`src/inc/drx_pkg.sv`:
```
// Purpose: Shared constants for the dual receive port control registers
// Assumes: 8-bit registers reached through an internal register port
// Notes:   Offsets, field positions and reset values live here only
`default_nettype none
package drx_pkg;
  localparam logic [7:0] ADDR_PCLK_TEST = 8'h2E;
  localparam logic [7:0] ADDR_DUAL_RX   = 8'h34;
  localparam logic [7:0] ADDR_EQ_TEST   = 8'h35;

  localparam int BIT_EXT_PCLK     = 7;
  localparam int BIT_LOCK_MODE    = 6;
  localparam int BIT_RAW_BC       = 5;
  localparam int BIT_MODE_HI      = 4;
  localparam int BIT_MODE_LO      = 3;
  localparam int BIT_SECOND_PORT_SELECT    = 1;
  localparam int BIT_FIRST_PORT_SELECT    = 0;
  localparam int BIT_EQ_RESTART   = 6;
  localparam int BIT_FLOOR_OVR    = 5;
  localparam int BIT_FLOOR_START  = 4;

  localparam logic [7:0] MASK_PCLK_TEST = 8'h80;
  localparam logic [7:0] MASK_DUAL_RX   = 8'h7B;
  localparam logic [7:0] MASK_EQ_TEST   = 8'h70;

  localparam logic [7:0] RST_PCLK_TEST = 8'h00;
  localparam logic [7:0] RST_DUAL_RX   = 8'h01;
  localparam logic [7:0] RST_EQ_TEST   = 8'h00;

  localparam logic [1:0] MODE_AUTO     = 2'h0;
  localparam logic [1:0] MODE_DUAL     = 2'h1;
  localparam logic [1:0] MODE_SINGLE_P = 2'h2;
  localparam logic [1:0] MODE_SINGLE_S = 2'h3;

  typedef enum logic [1:0] {
    EQ_IDLE  = 2'h0,
    EQ_PULSE = 2'h1,
    EQ_HOLD  = 2'h3
  } drx_eq_state_t;
endpackage
`default_nettype wire

```
`src/inc/drx_eq_if.sv`:
```
// Purpose: Carrier between the register bank and one equalizer control slice
// Assumes: One instance per receive port
// Notes:   Restart request is a level that software writes high then low
`timescale 1ns/1ps
`default_nettype none
interface drx_eq_if;
  logic restart_req;
  logic floor_ovr;
  logic floor_set;
  logic restart_pulse;
  logic floor_start;
  modport regs (output restart_req, output floor_ovr, output floor_set,
                input restart_pulse, input floor_start);
  modport ctl  (input restart_req, input floor_ovr, input floor_set,
                output restart_pulse, output floor_start);
endinterface
`default_nettype wire

```
`src/verilog/drx_regs.sv`:
```
// Purpose: Dual receive port control register bank with per-port steering
// Assumes: Register port driven by the control-bus target, one access a cycle
// Notes:   Read data is registered and valid the cycle after REG_RD
// Operation
// Bit 7 of the pixel clock test register selects the test clock input as pixel clock.
// With lock mode 0, receive lock is shown only while active video arrives.
// With lock mode 1, receive lock is shown whenever linked to the serializer.
// Raw back-channel mode passes the first remote GPIO unfiltered to the serializer.
// Input mode 00 detects single or dual link from the received data.
// Input mode 01 forces dual, 10 single primary, 11 single secondary.
// With second port select set, writes reach the port 1 copy and shared registers.
// Software clears second port select before reading port 0 copies.
// First port select resets to 1 and steers writes to the port 0 copy too.
// With both selects set, per-port reads return the port 1 copy.
// With second port select set, equalizer test writes go to port 1 controls.
// Equalizer restart is written high then low and restarts adaptation.
// A restart acts on both receive ports whichever port is selected.
// Floor start is honoured only while the floor override bit is set.
// An effective floor start begins adaptation from a preset floor value.
// Video-off at 1 means no active video while control stays operational.
// Reserved bits read as zero and ignore writes.
`timescale 1ns/1ps
`default_nettype none
module drx_regs (
  input  wire logic       REF_CLK,
  input  wire logic       NRST,
  input  wire logic       REG_WR,
  input  wire logic       REG_RD,
  input  wire logic [7:0] REG_ADDR,
  input  wire logic [7:0] REG_WDATA,
  output logic      [7:0] REG_RDATA,
  input  wire logic       LINKED,
  input  wire logic       VIDEO_OFF,
  input  wire logic       DET_DUAL,
  input  wire logic       DET_SECONDARY,
  input  wire logic       FIRST_REMOTE_GPIO,
  output logic            PCLK_EXT_SEL,
  output logic            RX_LOCK,
  output logic            BC_RAW_EN,
  output logic            BC_RAW_DATA,
  output logic            DUAL_LINK,
  output logic            SEC_INPUT,
  output logic            EQ_RESTART_P0,
  output logic            EQ_RESTART_P1,
  output logic            EQ_FLOOR_START_P0,
  output logic            EQ_FLOOR_START_P1
);
  logic [7:0] pclk_r;
  logic [7:0] pclk_nxt;
  logic [7:0] dual_r;
  logic [7:0] dual_nxt;
  logic [7:0] eq0_r;
  logic [7:0] eq0_nxt;
  logic [7:0] eq1_r;
  logic [7:0] eq1_nxt;
  logic [7:0] rdata_r;
  logic [7:0] rdata_nxt;
  logic       lock_r;
  logic       lock_nxt;
  logic       bcen_r;
  logic       bcen_nxt;
  logic       bcd_r;
  logic       bcd_nxt;
  logic       dual_o_r;
  logic       dual_o_nxt;
  logic       sec_r;
  logic       sec_nxt;
  logic [1:0] mode;
  logic       sel0;
  logic       sel1;

  drx_eq_if eq_p0 ();
  drx_eq_if eq_p1 ();

  function automatic logic [7:0] wr_field(input logic [7:0] old, input logic [7:0] wd,
                                          input logic [7:0] mask);
    wr_field = (old & ~mask) | (wd & mask);
  endfunction

  assign mode = dual_r[drx_pkg::BIT_MODE_HI:drx_pkg::BIT_MODE_LO];
  assign sel0 = dual_r[drx_pkg::BIT_FIRST_PORT_SELECT];
  assign sel1 = dual_r[drx_pkg::BIT_SECOND_PORT_SELECT];

  // Register writes and steering of the per-port equalizer copy
  always_comb begin
    pclk_nxt = pclk_r;
    dual_nxt = dual_r;
    eq0_nxt  = eq0_r;
    eq1_nxt  = eq1_r;
    if (REG_WR) begin
      case (REG_ADDR)
        drx_pkg::ADDR_PCLK_TEST: begin
          pclk_nxt = wr_field(pclk_r, REG_WDATA, drx_pkg::MASK_PCLK_TEST);
        end
        drx_pkg::ADDR_DUAL_RX: begin
          dual_nxt = wr_field(dual_r, REG_WDATA, drx_pkg::MASK_DUAL_RX);
        end
        drx_pkg::ADDR_EQ_TEST: begin
          if (sel0) begin
            eq0_nxt = wr_field(eq0_r, REG_WDATA, drx_pkg::MASK_EQ_TEST);
          end
          if (sel1) begin
            eq1_nxt = wr_field(eq1_r, REG_WDATA, drx_pkg::MASK_EQ_TEST);
          end
        end
        default: begin
          pclk_nxt = pclk_r;
        end
      endcase
    end
  end

  // Registered read path
  always_comb begin
    rdata_nxt = rdata_r;
    if (REG_RD) begin
      case (REG_ADDR)
        drx_pkg::ADDR_PCLK_TEST: rdata_nxt = pclk_r;
        drx_pkg::ADDR_DUAL_RX:   rdata_nxt = dual_r;
        drx_pkg::ADDR_EQ_TEST:   rdata_nxt = sel1 ? eq1_r : eq0_r;
        default:                 rdata_nxt = 8'h00;
      endcase
    end
  end

  // Link-facing controls
  always_comb begin
    lock_nxt = LINKED & (dual_r[drx_pkg::BIT_LOCK_MODE] | ~VIDEO_OFF);
    bcen_nxt = dual_r[drx_pkg::BIT_RAW_BC];
    bcd_nxt  = dual_r[drx_pkg::BIT_RAW_BC] & FIRST_REMOTE_GPIO;
    case (mode)
      drx_pkg::MODE_AUTO: begin
        dual_o_nxt = DET_DUAL;
        sec_nxt    = ~DET_DUAL & DET_SECONDARY;
      end
      drx_pkg::MODE_DUAL: begin
        dual_o_nxt = 1'b1;
        sec_nxt    = 1'b0;
      end
      drx_pkg::MODE_SINGLE_P: begin
        dual_o_nxt = 1'b0;
        sec_nxt    = 1'b0;
      end
      default: begin
        dual_o_nxt = 1'b0;
        sec_nxt    = 1'b1;
      end
    endcase
  end

  always_ff @(posedge REF_CLK) begin
    if (!NRST) begin
      pclk_r   <= drx_pkg::RST_PCLK_TEST;
      dual_r   <= drx_pkg::RST_DUAL_RX;
      eq0_r    <= drx_pkg::RST_EQ_TEST;
      eq1_r    <= drx_pkg::RST_EQ_TEST;
      rdata_r  <= 8'h00;
      lock_r   <= 1'b0;
      bcen_r   <= 1'b0;
      bcd_r    <= 1'b0;
      dual_o_r <= 1'b0;
      sec_r    <= 1'b0;
    end else begin
      pclk_r   <= pclk_nxt;
      dual_r   <= dual_nxt;
      eq0_r    <= eq0_nxt;
      eq1_r    <= eq1_nxt;
      rdata_r  <= rdata_nxt;
      lock_r   <= lock_nxt;
      bcen_r   <= bcen_nxt;
      bcd_r    <= bcd_nxt;
      dual_o_r <= dual_o_nxt;
      sec_r    <= sec_nxt;
    end
  end

  // Either copy's restart bit restarts adaptation on both ports
  assign eq_p0.restart_req = eq0_r[drx_pkg::BIT_EQ_RESTART]
                           | eq1_r[drx_pkg::BIT_EQ_RESTART];
  assign eq_p1.restart_req = eq0_r[drx_pkg::BIT_EQ_RESTART]
                           | eq1_r[drx_pkg::BIT_EQ_RESTART];
  assign eq_p0.floor_ovr   = eq0_r[drx_pkg::BIT_FLOOR_OVR];
  assign eq_p0.floor_set   = eq0_r[drx_pkg::BIT_FLOOR_START];
  assign eq_p1.floor_ovr   = eq1_r[drx_pkg::BIT_FLOOR_OVR];
  assign eq_p1.floor_set   = eq1_r[drx_pkg::BIT_FLOOR_START];

  drx_eq_ctl u_eq0 (
    .REF_CLK (REF_CLK),
    .NRST    (NRST),
    .eq      (eq_p0)
  );

  drx_eq_ctl u_eq1 (
    .REF_CLK (REF_CLK),
    .NRST    (NRST),
    .eq      (eq_p1)
  );

  assign REG_RDATA         = rdata_r;
  assign PCLK_EXT_SEL      = pclk_r[drx_pkg::BIT_EXT_PCLK];
  assign RX_LOCK           = lock_r;
  assign BC_RAW_EN         = bcen_r;
  assign BC_RAW_DATA       = bcd_r;
  assign DUAL_LINK         = dual_o_r;
  assign SEC_INPUT         = sec_r;
  assign EQ_RESTART_P0     = eq_p0.restart_pulse;
  assign EQ_RESTART_P1     = eq_p1.restart_pulse;
  assign EQ_FLOOR_START_P0 = eq_p0.floor_start;
  assign EQ_FLOOR_START_P1 = eq_p1.floor_start;
endmodule
`default_nettype wire

```
`src/verilog/drx_eq_ctl.sv`:
```
// Purpose: Equalizer restart and floor control for one receive port
// Assumes: Restart request held high by software until it writes it low again
// Notes:   One restart pulse per rising level; floor start only under override
`timescale 1ns/1ps
`default_nettype none
module drx_eq_ctl (
  input  wire logic REF_CLK,
  input  wire logic NRST,
  drx_eq_if.ctl     eq
);
  drx_pkg::drx_eq_state_t state_r;
  drx_pkg::drx_eq_state_t state_nxt;
  logic                   pulse_r;
  logic                   pulse_nxt;
  logic                   floor_r;
  logic                   floor_nxt;

  always_comb begin
    state_nxt = state_r;
    pulse_nxt = 1'b0;
    floor_nxt = eq.floor_ovr & eq.floor_set;
    case (state_r)
      drx_pkg::EQ_IDLE: begin
        if (eq.restart_req) begin
          state_nxt = drx_pkg::EQ_PULSE;
          pulse_nxt = 1'b1;
        end
      end
      drx_pkg::EQ_PULSE: begin
        state_nxt = eq.restart_req ? drx_pkg::EQ_HOLD : drx_pkg::EQ_IDLE;
      end
      drx_pkg::EQ_HOLD: begin
        if (!eq.restart_req) begin
          state_nxt = drx_pkg::EQ_IDLE;
        end
      end
      default: begin
        state_nxt = drx_pkg::EQ_IDLE;
      end
    endcase
  end

  always_ff @(posedge REF_CLK) begin
    if (!NRST) begin
      state_r <= drx_pkg::EQ_IDLE;
      pulse_r <= 1'b0;
      floor_r <= 1'b0;
    end else begin
      state_r <= state_nxt;
      pulse_r <= pulse_nxt;
      floor_r <= floor_nxt;
    end
  end

  assign eq.restart_pulse = pulse_r;
  assign eq.floor_start   = floor_r;
endmodule
`default_nettype wire

```
`config.mk`:
```
export PLATFORM = sky130hd
export DESIGN_NAME = drx_regs
export DESIGN_NICKNAME = d
export VERILOG_FILES = /design/src/inc/drx_pkg.sv /design/src/inc/drx_eq_if.sv /design/src/verilog/drx_regs.sv /design/src/verilog/drx_eq_ctl.sv
export SDC_FILE = /design/constraint.sdc
export NUM_CORES = 1
export LEC_CHECK = 0
export BUFFER_PORTS_ARGS = -buffer_cell sky130_fd_sc_hd__buf_2
export CORE_UTILIZATION = 45
export CTS_BUF_LIST = sky130_fd_sc_hd__clkbuf_8 sky130_fd_sc_hd__clkbuf_16
export DETAILED_ROUTE_END_ITERATION = 8
export GPL_TIMING_DRIVEN = 0
export MAX_ROUTING_LAYER = met4
export PLACE_DENSITY = 0.74
export SLEW_MARGIN = 20
export SYNTH_ARGS = -nofsm -noshare
export SYNTH_HDL_FRONTEND = slang
export SYNTH_SLANG_ARGS = --single-unit
```
`constraint.sdc`:
```
create_clock -name REF_CLK -period 1.1 [get_ports REF_CLK]
set_input_delay 0.11 -clock REF_CLK [delete_from_list [all_inputs] [get_ports REF_CLK]]
set_output_delay 0.11 -clock REF_CLK [all_outputs]
set_load 0.1 [all_outputs]
```
==> flow_metrics.env <==
export IMPL_outcome="complete, but fails checks"
export IMPL_failed_checks="design-rule violations, negative setup slack"
export IMPL_hp_start="LINKED"
export IMPL_rr_worst_depth=4
export IMPL_timing_rr_start="dual_r[1]"
export IMPL_hpwlAfterDp_mm=2.21
export IMPL_finalSetupViolCount=1
export IMPL_final_cell_count_no_fill=216
export IMPL_worstSetupEndpointType="flop"
export IMPL_portBuffers=40
export IMPL_grt_max_degree=12
export IMPL_rsz0062_at_grt="yes"
export IMPL_fmax_mhz=900
export IMPL_diodes=0
export IMPL_critPathKind="reg -> reg"
export IMPL_fin_crit_ns=1.11
export IMPL_drv_slew=0
export IMPL_drc=4
export IMPL_syn_area_um2=1410
export IMPL_place_ws_ns=-0.190
export IMPL_die_w_um=57.9
export IMPL_clk_latency_ns=0.30
export IMPL_via_count=1115
export IMPL_grt_pass1_vias=1100
export IMPL_seq_power_share_pct=51.3
export IMPL_viasPerCell=5.16
export IMPL_yosysTopAreaCell="dfxtp_1"
export IMPL_cellLeakagePower_nw=0.766
export IMPL_cts_tree="built"
export IMPL_dpl_cell_area_um2=1660
export IMPL_critPathSlowestCell="dfxtp_2"
export IMPL_whs_path_depth=3
export IMPL_arrival_ns=1.30
export IMPL_hold_class="in -> reg"
export IMPL_swShare_pct=24.7
export IMPL_post_synth_num_cell_types=28
export IMPL_cts_root_buf="clkbuf_8"
export IMPL_ir_drop_v=0.000828
export IMPL_place_congestion=0.844
export IMPL_grt_use_total_pct=21.4
export IMPL_r2r_setup_slack_ns=-0.01
export IMPL_ioPinCount=43
export IMPL_netSwitchingPower_mw=0.595
export IMPL_cts_buffer_depth=2
export IMPL_cp_required_ns=1.29
export IMPL_syn_area_per_cell_um2=10.3
export IMPL_hold_ws_ns=0.0245
export IMPL_drt_total_wl_mm=3.02
export IMPL_yosys_area_top_type_share_pct=48.4
export IMPL_routedWlPerCell_um=14.0
export IMPL_cts_sinks=34
export IMPL_placed_cells=207
export IMPL_grt_antenna_before_repair=0
export IMPL_total_power_mw=2.41
export IMPL_drive_above_1_share_pct=37.8
export IMPL_ys_ff_latch=34
export IMPL_final_core_utilization_pct=63.7
export IMPL_synth_seq_area_share_pct=48.4
export IMPL_path_delay_family="compound AO/OA/AOI/OAI gates"
export IMPL_pwr_share_clk_pct=40.7
export IMPL_p_int_mw=1.82
export IMPL_antenna_violating_nets_post_route=0
export IMPL_rows=19
export IMPL_synth_nets=163
export IMPL_fin_setup_tns_ns=-0.0105
export IMPL_clk_pin_slew_ns=0.07
export IMPL_cp_num_buf_inv=1
export IMPL_die_h_um=57.9
export IMPL_p_comb_share_pct=8.0
export IMPL_path_cells="buf_6 -> mux2i_1 -> a21oi_1 -> a32o_1"
export IMPL_cp_start_kind="flop"
export IMPL_clock_skew_ns=0.00234
export IMPL_die_area_um2=3350
export IMPL_tightestPinTransition_ns=0.488
export IMPL_cts_setup_buffers=0
export IMPL_yosys_top_cells_area="dfxtp_1 48%, mux2i_1 11%, nand2_1 5.6%"
export IMPL_cap_violations=0
export IMPL_r2r_end="REG_RDATA[4]"
export IMPL_critPathMaxFanout=6
export IMPL_final_nets=211
export IMPL_whs_endpoint="RX_LOCK"
export IMPL_grt_overflow=0
export IMPL_drt_first_pass_iters=6
export IMPL_postLayoutCellArea_um2=1820
export IMPL_grt_pass1_wl_mm=5.02
export IMPL_max_slew_margin_pct=67.5
export IMPL_initial_utilization_pct=49.3
export IMPL_drt_iter0_drc=31
export IMPL_numCtsBuffers=5
export IMPL_core_area_um2=2850
export IMPL_worst_path_largest_cell_delay_ns=0.32
export IMPL_syn_to_final_growth_pct=29.4
export IMPL_fin_crit_sh_pct=101
export IMPL_netlist_instances=136
export IMPL_fin_ws_ns=-0.0105
export IMPL_htree_levels=2
export IMPL_yosysWarnings=0
export IMPL_hold_violations=0
export IMPL_cellPowerDensity_nw_per_um2=1330
Yosys cell counts:
master and n:
nand2_1 21, o21ai_1 1, nor3_1 2, dfxtp_1 34, mux2i_1 16, ha_1 2
nor4bb_1 1, nand3b_1 1, and4bb_2 1, a21boi_1 4, clkbuf_1 3, nand4b_1 3
buf_2 2, nand3_1 1, and4bb_1 1, a21oi_1 7, inv_1 6, nor3_4 3
nand2b_1 4, nand4bb_4 2, a32o_1 3, and3_1 3, buf_6 1, nor2b_1 4
nor2_1 5, nand4_1 1, and2_1 3, o21ai_0 1
registers in the layout (all words and copies together), names as in the netlist:
| signal | flops |
|---|---|
| BC_RAW_EN | 1 |
| DUAL_LINK | 1 |
| u_eq1.eq.restart_pulse | 1 |
| REG_RDATA | 8 |
| u_eq0.state_r | 2 |
| u_eq1.eq.floor_start | 1 |
| u_eq0.eq.restart_pulse | 1 |
| pclk_r | 1 |
| eq0_r | 3 |
| u_eq1.state_r | 2 |
| BC_RAW_DATA | 1 |
| u_eq0.eq.floor_start | 1 |
| eq1_r | 3 |
| dual_r | 6 |
| RX_LOCK | 1 |
| SEC_INPUT | 1 |
placed cells by master (no fill, tap or decap), types with 4 or more instances in the layout:
cell,netlist,routed
clkbuf_8,0,6
nor2_1,5,5
dfxtp_1,34,22
buf_4,0,18
nor2b_1,4,4
dfxtp_2,0,12
mux2i_1,16,16
nand2b_1,4,4
buf_2,2,23
inv_1,6,6
a21boi_1,4,4
a21oi_1,7,7
nand2_1,21,21
routing by layer:
metal  GRT usage [%]  vias to the layer above  part of all wire, %
met5               -                        -                    0
met4            8.84                        0                  1.7
met3            9.15                        6                  5.9
met2            33.2                       32                   49
met1            24.1                      512                   43
li1                -                      565                    -
worst max path at each step:
stage,slack [ns],cells past startpoint,to,startpoint
2_1_floorplan,0.06,4,REG_RDATA[4],dual_r[1]
3_3_place_gp,-0.12,4,dual_r[5],REG_ADDR[6]
3_5_place_dp,-0.19,4,dual_r[1],REG_ADDR[6]
4_1_cts,0.006,5,SEC_INPUT,dual_r[3]
5_1_grt,-0.05,4,REG_RDATA[4],dual_r[1]
6_report,-0.01,4,REG_RDATA[4],dual_r[1]
what timing repair did:
item | CTS | global route
hold endpoints to repair | 1 | 0
resized for setup | 21 | 4
endpoints found under the setup margin | 22 | 5
pin swaps | 2 | 1
hold buffers | 1 | 0
worst register-to-register path, cell delays in order (launching register included):
cell,delay (ns)
dfxtp_2,0.32
buf_6,0.12
mux2i_1,0.22
a21oi_1,0.09
a32o_1,0.25
power groups by stage:
stage	registers [mW]	logic [mW]	clock network (mW)
final	1.24	0.194	0.980
after global routing	1.24	0.209	1.05
after CTS	1.24	0.195	1.00
after detailed placement	1.27	0.189	0
after global placement	1.27	0.182	0
after floorplan	1.30	0.0760	0
cell type report:
cell class,instances,area [um^2]
multi-input cells,90,672
repair buffers,41,255
clock buffers,6,82.6
flip-flops and latches,34,696
inverters,6,22.5
well taps,31,38.8
clock inverters,2,12.5
plain buffers,6,38.8
fillers,253,1030
cells by family (layout without fill, tap and decap cells):
logic type | count (synthesis) | in the layout | share of synthesized area [%]
buffers and inverters | 12 | 61 | 3.92
AO/OA/AOI/OAI | 16 | 16 | 7.48
AND/OR/NAND/NOR | 56 | 56 | 27.0
multiplexers | 16 | 16 | 11.4
flip-flops | 34 | 34 | 48.4
adder cells (fa/ha/maj) | 2 | 2 | 1.78
(Power assumes the default switching activity.)
